<file path="src/pkg/esie_pkg.sv">
// Purpose: constants for the event status information encoder
// Assumes: 32-bit register port, word-aligned byte offsets
// Notes:   codes are the values carried in the outgoing status block
package esie_pkg;
	// register byte offsets
	localparam logic [5:0] ESIE_OFS_CTRL   = 6'h00;
	localparam logic [5:0] ESIE_OFS_SEND   = 6'h04;
	localparam logic [5:0] ESIE_OFS_PWR    = 6'h08;
	localparam logic [5:0] ESIE_OFS_MEDIA  = 6'h0c;
	localparam logic [5:0] ESIE_OFS_BUSY   = 6'h10;
	localparam logic [5:0] ESIE_OFS_ISTAT  = 6'h14;
	localparam logic [5:0] ESIE_OFS_ICLR   = 6'h18;
	localparam logic [5:0] ESIE_OFS_IEN    = 6'h1c;
	localparam logic [5:0] ESIE_OFS_STATE  = 6'h20;

	// field positions
	localparam int ESIE_CTRL_UNSOL_BIT = 0;
	localparam int ESIE_SEND_CLASS_LSB = 0;
	localparam int ESIE_EVT_LSB        = 0;
	localparam int ESIE_STS_LSB        = 8;
	localparam int ESIE_START_LSB      = 8;
	localparam int ESIE_END_LSB        = 16;
	localparam int ESIE_TIME_LSB       = 16;
	localparam int ESIE_DOOR_BIT       = 0;
	localparam int ESIE_PRESENT_BIT    = 1;

	// interrupt source bits
	localparam int ESIE_IRQ_W          = 5;
	localparam int ESIE_IRQ_SENT       = 0;
	localparam int ESIE_IRQ_DISABLED   = 1;
	localparam int ESIE_IRQ_RESERVED   = 2;
	localparam int ESIE_IRQ_MEDIA_CHG  = 3;
	localparam int ESIE_IRQ_OVERRUN    = 4;

	// send class selectors written by software
	localparam logic [1:0] ESIE_CLS_POWER = 2'h1;
	localparam logic [1:0] ESIE_CLS_MEDIA = 2'h2;
	localparam logic [1:0] ESIE_CLS_BUSY  = 2'h3;

	// fixed sense values of an event report
	localparam logic [7:0] ESIE_STATUS_CHECK  = 8'h02;
	localparam logic [7:0] ESIE_KEY_UNIT_ATTN = 8'h06;
	localparam logic [7:0] ESIE_CODE_EVENT    = 8'h7f;
	localparam logic [7:0] ESIE_QUAL_POWER    = 8'h02;
	localparam logic [7:0] ESIE_QUAL_MEDIA    = 8'h04;
	localparam logic [7:0] ESIE_QUAL_BUSY     = 8'h06;

	// highest defined codes per field, and the lowest power status code
	localparam logic [7:0] ESIE_PWR_EVT_MAX   = 8'h02;
	localparam logic [7:0] ESIE_PWR_STS_MIN   = 8'h01;
	localparam logic [7:0] ESIE_PWR_STS_MAX   = 8'h03;
	localparam logic [7:0] ESIE_MEDIA_EVT_MAX = 8'h03;
	localparam logic [7:0] ESIE_BUSY_EVT_MAX  = 8'h01;
	localparam logic [7:0] ESIE_BUSY_STS_MAX  = 8'h03;

	// reset values
	localparam logic [31:0] ESIE_RST_WORD = 32'h0000_0000;

	typedef enum logic [2:0]
	{
		ESIE_IDLE  = 3'b001,
		ESIE_CHECK = 3'b010,
		ESIE_EMIT  = 3'b100
	} esie_state_e;
endpackage

</file>
<file path="src/design/esie_encoder.sv">
// Purpose: builds the four-byte information field of an unsolicited
//          event status report for power, media and busy events
// Assumes: inputs synchronous to clk; software fills the class
//          register, then writes the send register with the class
// Notes:   reports with reserved codes are refused, never emitted
`timescale 1ns/10ps
module esie_encoder
	import esie_pkg::*;
#(
	parameter bit MULTI_SLOT         = 1'b1,
	parameter bit SENSE_WHILE_OPEN   = 1'b1
)
(
	input  wire logic        clk,
	input  wire logic        rst,
	input  wire logic [5:0]  addr,
	input  wire logic [31:0] wr_data,
	input  wire logic        wr_en,
	input  wire logic        rd_en,
	output logic      [31:0] rd_data,
	input  wire logic        door_open,
	input  wire logic        media_sensed,
	output logic             rpt_valid,
	output logic      [7:0]  rpt_status,
	output logic      [7:0]  rpt_sense_key,
	output logic      [7:0]  rpt_sense_code,
	output logic      [7:0]  rpt_qualifier,
	output logic      [31:0] rpt_info,
	output logic             irq
);

	esie_state_e state;
	esie_state_e next_state;

	logic                  unsol_en;
	logic [1:0]            send_class;
	logic [15:0]           pwr_word;
	logic [23:0]           media_word;
	logic [31:0]           busy_word;
	logic [ESIE_IRQ_W-1:0] irq_stat;
	logic [ESIE_IRQ_W-1:0] irq_en;
	logic [ESIE_IRQ_W-1:0] irq_set;
	logic [ESIE_IRQ_W-1:0] irq_clr;
	logic [7:0]            rpt_count;
	logic                  door_q;
	logic                  present_q;
	logic                  present_now;
	logic                  codes_ok;
	logic [7:0]            next_qual;
	logic [31:0]           next_info;
	logic                  send_wr;

	// write to the send register starts a report
	assign send_wr = wr_en && (addr == ESIE_OFS_SEND);

	// media-present follows its own sensor, the door only masks it
	// when the drive cannot sense through an open door
	always_comb
	begin
		present_now = media_sensed;
		if (!SENSE_WHILE_OPEN && door_open)
			present_now = 1'b0;
	end

	// control register: unsolicited enable set by software
	always_ff @(posedge clk or posedge rst)
	begin
		if (rst)
			unsol_en <= 1'b0;
		else if (wr_en && addr == ESIE_OFS_CTRL)
			unsol_en <= wr_data[ESIE_CTRL_UNSOL_BIT];
	end

	// class field registers; held while a report is being built
	always_ff @(posedge clk or posedge rst)
	begin
		if (rst)
		begin
			pwr_word   <= ESIE_RST_WORD[15:0];
			media_word <= ESIE_RST_WORD[23:0];
			busy_word  <= ESIE_RST_WORD;
		end
		else if (wr_en && state == ESIE_IDLE)
		begin
			if (addr == ESIE_OFS_PWR)
				pwr_word <= wr_data[15:0];
			if (addr == ESIE_OFS_MEDIA)
				media_word <= wr_data[23:0];
			if (addr == ESIE_OFS_BUSY)
				busy_word <= wr_data;
		end
	end

	// class latched at the send write
	always_ff @(posedge clk or posedge rst)
	begin
		if (rst)
			send_class <= 2'h0;
		else if (send_wr && state == ESIE_IDLE)
			send_class <= wr_data[ESIE_SEND_CLASS_LSB +: 2];
	end

	// code check: a reserved value anywhere refuses the whole report
	always_comb
	begin
		codes_ok = 1'b0;
		case (send_class)
			ESIE_CLS_POWER:
			begin
				codes_ok =
					(pwr_word[ESIE_EVT_LSB +: 8] <= ESIE_PWR_EVT_MAX) &&
					(pwr_word[ESIE_STS_LSB +: 8] >= ESIE_PWR_STS_MIN) &&
					(pwr_word[ESIE_STS_LSB +: 8] <= ESIE_PWR_STS_MAX);
			end
			ESIE_CLS_MEDIA:
			begin
				codes_ok =
					(media_word[ESIE_EVT_LSB +: 8] <= ESIE_MEDIA_EVT_MAX);
			end
			ESIE_CLS_BUSY:
			begin
				codes_ok =
					(busy_word[ESIE_EVT_LSB +: 8] <= ESIE_BUSY_EVT_MAX) &&
					(busy_word[ESIE_STS_LSB +: 8] <= ESIE_BUSY_STS_MAX);
			end
			default:
			begin
				codes_ok = 1'b0; // class zero is no event class
			end
		endcase
	end

	// information field and qualifier per class
	always_comb
	begin
		next_info = 32'h0;
		next_qual = 8'h0;
		case (send_class)
			ESIE_CLS_POWER:
			begin
				next_qual = ESIE_QUAL_POWER;
				next_info[31:24] = pwr_word[ESIE_EVT_LSB +: 8];
				next_info[23:16] = pwr_word[ESIE_STS_LSB +: 8];
				next_info[15:0]  = 16'h0;
			end
			ESIE_CLS_MEDIA:
			begin
				next_qual = ESIE_QUAL_MEDIA;
				next_info[31:24] = media_word[ESIE_EVT_LSB +: 8];
				next_info[23:16] = 8'h0;
				next_info[16 + ESIE_DOOR_BIT]    = door_open;
				next_info[16 + ESIE_PRESENT_BIT] = present_now;
				if (MULTI_SLOT)
				begin
					next_info[15:8] =
						media_word[ESIE_START_LSB +: 8];
					next_info[7:0] = media_word[ESIE_END_LSB +: 8];
				end
			end
			ESIE_CLS_BUSY:
			begin
				next_qual = ESIE_QUAL_BUSY;
				next_info[31:24] = busy_word[ESIE_EVT_LSB +: 8];
				next_info[23:16] = busy_word[ESIE_STS_LSB +: 8];
				next_info[15:0]  = busy_word[ESIE_TIME_LSB +: 16];
			end
			default:
			begin
				next_info = 32'h0;
				next_qual = 8'h0;
			end
		endcase
	end

	// sequencer: idle, check for one cycle, emit for one cycle
	always_comb
	begin
		next_state = state;
		case (state)
			ESIE_IDLE:
				if (send_wr)
					next_state = ESIE_CHECK;
			ESIE_CHECK:
				if (codes_ok && unsol_en)
					next_state = ESIE_EMIT;
				else
					next_state = ESIE_IDLE;
			ESIE_EMIT:  next_state = ESIE_IDLE;
			default:    next_state = ESIE_IDLE;
		endcase
	end

	always_ff @(posedge clk or posedge rst)
	begin
		if (rst)
			state <= ESIE_IDLE;
		else
			state <= next_state;
	end

	// report outputs; fields stay until the next report replaces them
	always_ff @(posedge clk or posedge rst)
	begin
		if (rst)
		begin
			rpt_valid      <= 1'b0;
			rpt_status     <= 8'h0;
			rpt_sense_key  <= 8'h0;
			rpt_sense_code <= 8'h0;
			rpt_qualifier  <= 8'h0;
			rpt_info       <= 32'h0;
		end
		else
		begin
			rpt_valid <= 1'b0;
			if (state == ESIE_CHECK && codes_ok && unsol_en)
			begin
				rpt_valid      <= 1'b1;
				rpt_status     <= ESIE_STATUS_CHECK;
				rpt_sense_key  <= ESIE_KEY_UNIT_ATTN;
				rpt_sense_code <= ESIE_CODE_EVENT;
				rpt_qualifier  <= next_qual;
				rpt_info       <= next_info;
			end
		end
	end

	// wrap-around count of reports sent, for software bookkeeping
	always_ff @(posedge clk or posedge rst)
	begin
		if (rst)
			rpt_count <= 8'h0;
		else if (state == ESIE_CHECK && codes_ok && unsol_en)
			rpt_count <= rpt_count + 8'h1;
	end

	// previous door and media levels, to spot a media status change
	always_ff @(posedge clk or posedge rst)
	begin
		if (rst)
		begin
			door_q    <= 1'b0;
			present_q <= 1'b0;
		end
		else
		begin
			door_q    <= door_open;
			present_q <= present_now;
		end
	end

	// interrupt sources
	always_comb
	begin
		irq_set = '0;
		irq_set[ESIE_IRQ_SENT] =
			(state == ESIE_CHECK) && codes_ok && unsol_en;
		irq_set[ESIE_IRQ_DISABLED] =
			(state == ESIE_CHECK) && codes_ok && !unsol_en;
		irq_set[ESIE_IRQ_RESERVED] = (state == ESIE_CHECK) && !codes_ok;
		irq_set[ESIE_IRQ_MEDIA_CHG] =
			(door_q != door_open) || (present_q != present_now);
		// a send while busy is dropped, so say so
		irq_set[ESIE_IRQ_OVERRUN] = send_wr && (state != ESIE_IDLE);
	end

	assign irq_clr = (wr_en && addr == ESIE_OFS_ICLR) ?
		wr_data[ESIE_IRQ_W-1:0] : '0;

	// sticky status bits; a set in the clearing cycle is kept
	genvar gi;
	generate
		for (gi = 0; gi < ESIE_IRQ_W; gi++)
		begin : g_sticky
			always_ff @(posedge clk or posedge rst)
			begin
				if (rst)
					irq_stat[gi] <= 1'b0;
				else if (irq_set[gi])
					irq_stat[gi] <= 1'b1;
				else if (irq_clr[gi])
					irq_stat[gi] <= 1'b0;
			end
		end
	endgenerate

	// interrupt enable register
	always_ff @(posedge clk or posedge rst)
	begin
		if (rst)
			irq_en <= '0;
		else if (wr_en && addr == ESIE_OFS_IEN)
			irq_en <= wr_data[ESIE_IRQ_W-1:0];
	end

	// level interrupt; one cycle behind the status bits
	always_ff @(posedge clk or posedge rst)
	begin
		if (rst)
			irq <= 1'b0;
		else
			irq <= |(irq_stat & irq_en);
	end

	// read port: data in the cycle after the strobe, zero otherwise
	always_ff @(posedge clk or posedge rst)
	begin
		if (rst)
		begin
			rd_data <= 32'h0;
		end
		else
		begin
			rd_data <= 32'h0;
			if (rd_en)
			begin
				case (addr)
					ESIE_OFS_CTRL:  rd_data <= {31'h0, unsol_en};
					ESIE_OFS_SEND:  rd_data <= {30'h0, send_class};
					ESIE_OFS_PWR:   rd_data <= {16'h0, pwr_word};
					ESIE_OFS_MEDIA: rd_data <= {8'h0, media_word};
					ESIE_OFS_BUSY:  rd_data <= busy_word;
					ESIE_OFS_ISTAT:
						rd_data <= {{(32-ESIE_IRQ_W){1'b0}}, irq_stat};
					ESIE_OFS_IEN:
						rd_data <= {{(32-ESIE_IRQ_W){1'b0}}, irq_en};
					ESIE_OFS_STATE:
						rd_data <= {16'h0, rpt_count, 3'h0,
							state != ESIE_IDLE, 2'h0,
							present_now, door_open};
					default:        rd_data <= 32'h0; // clear reg too
				endcase
			end
		end
	end

endmodule

</file>
<file path="config.mk">
export PLATFORM = sky130hd
export DESIGN_NAME = esie_encoder
export DESIGN_NICKNAME = d
export VERILOG_FILES = /design/src/pkg/esie_pkg.sv /design/src/design/esie_encoder.sv
export SDC_FILE = /design/constraint.sdc
export NUM_CORES = 1
export LEC_CHECK = 0
export BUFFER_PORTS_ARGS = -buffer_cell sky130_fd_sc_hd__buf_2
export CAP_MARGIN = 15
export CORE_MARGIN = 4
export CORE_UTILIZATION = 36
export CTS_CLUSTER_DIAMETER = 40
export DETAILED_ROUTE_END_ITERATION = 8
export MAX_ROUTING_LAYER = met4
export PLACE_DENSITY_LB_ADDON = 0.15
export SYNTH_ARGS = -nofsm -noshare
export SYNTH_HDL_FRONTEND = slang
export SYNTH_SLANG_ARGS = --single-unit
</file>
<file path="constraint.sdc">
create_clock -name clk -period 6.75 [get_ports clk]
set_input_delay 0.675 -clock clk [delete_from_list [all_inputs] [get_ports clk]]
set_output_delay 0.675 -clock clk [all_outputs]
set_load 0.01 [all_outputs]
</file>
==> flow_summary.ini, run 1 <==
[final_layout]
layout.nets = 714
final_cells = 947
drive_above_1_share_pct = 38.6
final_cell_mix = 166 x dfrtp_1, 121 x buf_2, 74 x mux2_2
final_common_cell = dfrtp_1
insertedDiodeCount = 0
area_delta_synth_final_pct = 17.5
fin_area_mm2 = 0.00858

[sta]
hold_viol = 0
finalSetupTns_ns = 0
relSlewSlack_pct = 17.2
fin_skew_ns = 0.00805
maxSlewViolCount = 0
rsz0062_at_grt = no
fmax_mhz = 326
final.min_clock_period_ns = 3.07
setup_viol = 0
worstMarginPinSlew_ns = 1.23
fin_crit_sh_pct = 45.5

[grt]
grt_use_total_pct = 17.1
grt_pass1_wl_um = 28700
overflow = 0
grt_max_degree = 102
antenna_found_initial = 0
grt_pass1_vias = 5129

[power_and_ir_drop]
p_clk_share_pct = 41.3
comb_power_share_pct = 9.1
p_int_mw = 1.71
p_switching_uw = 575
seq_power_share_pct = 49.7
p_leak_nw = 4.29
ir_worst_vdd_mv = 0.162
switching_share_pct = 25.2
powerDensity_mw_per_mm2 = 266

[logic_synthesis]
syn_avg_cell_area_um2 = 13.0
synth.distinct_cells = 47
yosysSeqAreaShare_pct = 57.2
syn_inst = 563
yosysWarnings = 0
syn_area_mm2 = 0.00730
synth_top_family_by_area = multiplexers
ys_ff_latch = 167
synth-simple-area-share_pct = 9.37
synth_edf_count = 0
synth_xor_area_share_pct = 1.08
synth_flop_cell = dfrtp_1
synthAdderAreaFrac_pct = 0.171
synth-compound-area-share_pct = 7.49
synth.area.mux_share_pct = 19.4
synth-async-reset-ratio_pct = 100

[cts]
max-clock-path-buffers = 2
cts-root-buf = clkbuf_16
cts_resized = 0
cts.sinks = 167
clkTransAtPathRegs_ns = 0.06
clock_latency_ns = 0.42
postCtsHoldBufs = 0
cts_tree = yes
post_cts_buffers = 0
cts_buffers = 17
cts.htree.levels = 4

[worst_setup_path]
path_class = in -> reg
crit_path_end_kind = flip-flop
start_kind = primary input
cp_max_fo = 32
crit_arrival_ns = 3.37
crit_required_ns = 7.05

[floorplanning]
start_util_pct = 37.0
die_h_um = 150
rows = 51
ioPinCount = 142
die_w_um = 150
dieArea_mm2 = 0.0226
core_area_mm2 = 0.0197

[routing]
drt-initial-drc-count = 284
dr_total_vias = 4767
first_pass_iters = 5
wl_per_cell_um = 19.3
vias_per_cell = 5.03
ant_nets = 0
drc_errors = 0
wl_um = 18200

[place]
io_buffers = 121
placed_area_mm2 = 0.00801
placed_cells = 915
hpwlAfterDp_um = 12400
gp_congestion = 0.901

[hold_path]
hold_path_class = in -> async

[run_status]
status = completed

[flow_run]
cap_violations = 0
final timing paths:
path	startpoint	endpoint	slack, ns	depth (start not counted)
min in group clk	door_open	door_q	0.44	1
worst max register to register	send_class[1]	rpt_info[12]	3.71	5
worst min-delay path	rst	rpt_info[19]	0.44	2
worst max-delay path	addr[1]	busy_word[4]	3.68	6
worst min register to register	rpt_info[20]	rpt_info[20]	0.48	1
max in group asynchronous	rst	pwr_word[7]	4.90	3
Yosys cell counts, types with 2 or more instances:
library cell / count / area, µm²
a21oi_1: 13 / 65.1
a221oi_1: 2 / 17.5
a222oi_1: 2 / 20.0
a22o_1: 6 / 52.6
a22oi_1: 22 / 165
a31oi_1: 2 / 12.5
and2_1: 14 / 87.6
and3_1: 15 / 93.8
and3b_1: 2 / 17.5
buf_1: 3 / 11.3
buf_2: 10 / 50.1
buf_4: 30 / 225
buf_6: 2 / 22.5
clkbuf_1: 14 / 52.6
dfrtp_1: 166 / 4150
inv_1: 5 / 18.8
mux2_1: 11 / 124
mux2_2: 74 / 833
mux2_4: 20 / 300
mux2i_1: 16 / 160
nand2_1: 34 / 128
nand3_1: 12 / 60.1
nand4_1: 7 / 43.8
nor2_1: 18 / 67.6
nor2b_1: 3 / 18.8
nor3_1: 2 / 10.0
nor3b_1: 2 / 15.0
nor4_1: 7 / 43.8
nor4b_1: 2 / 17.5
o21ai_0: 7 / 35.0
o2bb2ai_1: 16 / 140
xnor2_1: 9 / 78.8
critical path, stage by stage:
cell,delay (ns)
buf_2,0.12
nor4_2,0.57
and2_1,0.22
buf_4,0.34
nand3_2,0.81
mux2_1,0.63
sequential cells by signal (all words and copies together) (netlist names), 2 cells and up:
signal         flops
rpt_info          32
state              3
busy_word         32
pwr_word          16
media_word        24
send_class         2
rpt_qualifier      2
irq_en             5
rd_data           32
rpt_count          8
irq_stat           5
layout make-up:
| class | instances | area, µm² |
|---|---|---|
| multi-input combinational | 351 | 2820 |
| inverter | 5 | 23.8 |
| timing repair buffer | 127 | 651 |
| fill | 1848 | 11100 |
| clock buffer | 20 | 457 |
| clock inverter | 12 | 119 |
| sequential | 167 | 4180 |
| tap | 265 | 332 |
power by group through the flow:
stage / Clock, mW / Combinational (mW) / Sequential, mW
2_1_floorplan: 0 / 0.167 / 1.12
3_3_place_gp: 0 / 0.205 / 1.15
3_5_place_dp: 0 / 0.211 / 1.15
4_1_cts: 0.970 / 0.212 / 1.13
5_1_grt: 1.01 / 0.230 / 1.14
6_report: 0.942 / 0.207 / 1.13
kinds of logic (layout without fill, tap and decap cells):
kind of cell	after synthesis	count (layout)
AOI/OAI and AO/OA	74	74
xor gates and xnor gates	9	9
adders and majority gates	1	1
buffers and inverters	64	164
DFF	167	167
muxes	121	121
other	1	20
and+or+nand+nor	126	126
through the flow:
| stage | hold WS, ns | util [%] | total power, mW | setup WS (ns) |
|---|---|---|---|---|
| CTS | 0.427 | 43.5 | 2.32 | 3.59 |
| finish | 0.439 | 43.5 | 2.28 | 3.68 |
| detailed placement | 0.466 | 40.6 | 1.36 | 3.20 |
| floorplan | 0.447 | - | 1.29 | 1.56 |
| global route | 0.434 | 43.5 | 2.39 | 3.42 |
| global placement | 0.464 | 40.6 | 1.35 | 3.28 |
layer usage:
layer	global-route usage, %	vias up	share of wire, %
met3	3.37	23	5.3
met5	-	-	0
met2	26.8	158	47
met4	5.31	0	1.7
met1	22.7	2401	46
li1	-	2185	-
No activity file was read; power rests on OpenSTA's default activity.
==> run 2, diff against run 1 <==
Settings changed: ABC_AREA from default to 1.
Clock period 6.75 ns to 2.9 ns, I/O delays scaled along.
==> run 2 against run 1 <==
Against the previous run:
- worst hold slack worse by 0.42 ns
- clock skew is 0.00080 ns higher
- global-route usage is 0.68 points higher
- highest routed layer unchanged
- largest cell class unchanged
- register-to-register slack worse by 3.0 ns
- critical path type is now reg -> reg
==> flow_summary.ini, run 2 <==
[run_status]
status = completed

[routing]
first_pass_iters = 5
drc_errors = 0
vias_per_cell = 4.59
dr_total_vias = 6050
wl_per_cell_um = 15.1
drt-initial-drc-count = 433
ant_nets = 0
wl_um = 19900

[logic_synthesis]
syn_avg_cell_area_um2 = 8.27
syn_inst = 918
ys_ff_latch = 167
synth_top_family_by_area = simple AND/OR/NAND/NOR gates
synth-compound-area-share_pct = 10.0
yosysWarnings = 0
synth.area.mux_share_pct = 0.264
synth-simple-area-share_pct = 21.2
synth.top_cell.area_share_pct = 54.7
post-synth-top-count-cell = nand2_1
ys_top_cells_by_area = dfrtp_1 55%, nand2_1 12%, inv_1 7.1%
synth_common_cells = 242 x nand2_1, 166 x dfrtp_1, 144 x inv_1
synth_top_area_cell = dfrtp_1
synthAdderAreaFrac_pct = 0.165
synth_flop_cell = dfrtp_1
synth-async-reset-ratio_pct = 100
yosysSeqAreaShare_pct = 55.0
synth.distinct_cells = 35
syn_area_mm2 = 0.00760
synth_edf_count = 0
synth_xor_area_share_pct = 0.577

[worst_setup_path]
path_cells = nand2_2, inv_2, nand2_1, nor2_1, nand2_1, nand3_2, nand2_4, inv_2, nand2_1, nand2_1
slowest_delay_ns = 0.44
crit_arrival_ns = 2.56
cp_max_fo = 34
cpMaxStageDelayCell = dfrtp_1
start_kind = flip-flop
crit_required_ns = 3.27
crit_path_end_kind = flip-flop
crit_path_frequent_cell = nand2_1
path_class = reg -> reg

[sta]
fin_skew_ns = 0.00884
maxSlewViolCount = 0
rsz0062_at_grt = no
worstMarginPinSlew_ns = 0.806
finalSetupTns_ns = 0
relSlewSlack_pct = 46.1
setup_viol = 0
final.min_clock_period_ns = 2.19
fin_crit_sh_pct = 75.5
fmax_mhz = 456
hold_viol = 0
fin_ws_ns = 0.709

[final_layout]
final_cell_mix = 242 x nand2_1, 166 x dfrtp_1, 143 x inv_1
insertedDiodeCount = 0
final_common_cell = nand2_1
fillerInstances = 2107
layout.nets = 1080
area_delta_synth_final_pct = 18.2
postLayoutCoreUtil_pct = 43.8
top_regs = busy_word x32, rd_data x32, rpt_info x32
drive_above_1_share_pct = 17.5

[power_and_ir_drop]
ir_worst_vdd_mv = 0.385
p_leak_nw = 4.93
powerDensity_mw_per_mm2 = 599

[cts]
cts_tree = yes
postCtsHoldBufs = 0
cts.sinks = 167
cts.htree.levels = 4
cts_buffers = 17
post_cts_buffers = 0
max-clock-path-buffers = 2
cts_resized = 0
clkTransAtPathRegs_ns = 0.06
cts-root-buf = clkbuf_16
clock_latency_ns = 0.43

[grt]
grt_max_degree = 41
grt_pass1_vias = 5834
antenna_found_initial = 0
grt_use_total_pct = 17.8
overflow = 0
grt_pass1_wl_um = 32300

[floorplanning]
die_w_um = 153
start_util_pct = 37.1
rows = 52
core_area_mm2 = 0.0205
ioPinCount = 142
dieArea_mm2 = 0.0235
die_h_um = 153

[place]
gp_congestion = 0.886
pre_cts_slack_ns = 0.698
hpwlAfterDp_um = 14700
io_buffers = 121

[hold_path]
hold_path_class = in -> async

[flow_run]
cap_violations = 0
## run 2: changes by cell type after synthesis, sizes merged, moves of 15 or more
| cell | change |
|---|---|
| nand3 | +21 |
| mux2 | -105 |
| o21ai | +79 |
| nand2 | +213 |
| inv | +143 |
| and3 | -15 |
| nor2 | +84 |
| o2bb2ai | -16 |
## run 2: power by group
group / internal, mW / switching, mW
Sequential: 2.49 / 0.125
Combinational: 0.156 / 0.310
Clock: 1.37 / 0.929
## run 2: kinds of logic after synthesis
kind of cell               after synthesis
and+or+nand+nor                        399
buffers and inverters                  209
DFF                                    167
AOI/OAI and AO/OA                      134
xor gates and xnor gates                 5
muxes                                    2
adders and majority gates                1
other                                    1
## run 2: worst paths after layout
path	end	depth (start not counted)	startpoint	slack [ns]
worst max register to register	rpt_qualifier[1]	10	send_class[0]	0.71
worst max-delay path	rpt_qualifier[1]	10	send_class[0]	0.71
worst min register to register	media_word[12]	2	media_word[12]	0.49
worst min-delay path	rpt_info[14]	2	rst	0.02
min in group clk	door_q	1	door_open	0.06
max in group asynchronous	rpt_info[22]	3	rst	2.13
## run 2: critical path, delay by kind of cell, from the launching register on
| kind | cells | cell delay (ns) |
|---|---|---|
| DFF | 1 | 0.44 |
| and+or+nand+nor | 8 | 1.12 |
| buffers and inverters | 2 | 0.55 |
## run 2: routing by layer
| metal | up-vias | track usage [%] | wire (µm) |
|---|---|---|---|
| li1 | 3025 | - | - |
| met1 | 2837 | 24.9 | 9460 |
| met2 | 164 | 26.8 | 9200 |
| met3 | 24 | 3.08 | 936 |
| met4 | 0 | 5.22 | 297 |
| met5 | - | - | 0 |
## run 2: stage by stage
step	hold slack [ns]	cells	total power, mW	cell area [µm²]
floorplan	0.321	937	2.95	7670
global placement	0.466	1286	3.12	8380
detailed placement	0.474	1286	3.12	8380
CTS	0.0298	1317	5.44	8980
global route	0.0425	1317	5.63	8980
finish	0.0177	1317	5.38	8980
## run 2: layout make-up
type | count | area [µm²] | area share, %
flip-flops and latches | 167 | 4180 | 46.6
multi-input cells | 561 | 2520 | 28.1
repair buffers | 139 | 778 | 8.67
inverters | 149 | 563 | 6.27
clock buffers | 20 | 447 | 4.97
well taps | 270 | 338 | 3.76
clock inverters | 11 | 150 | 1.67
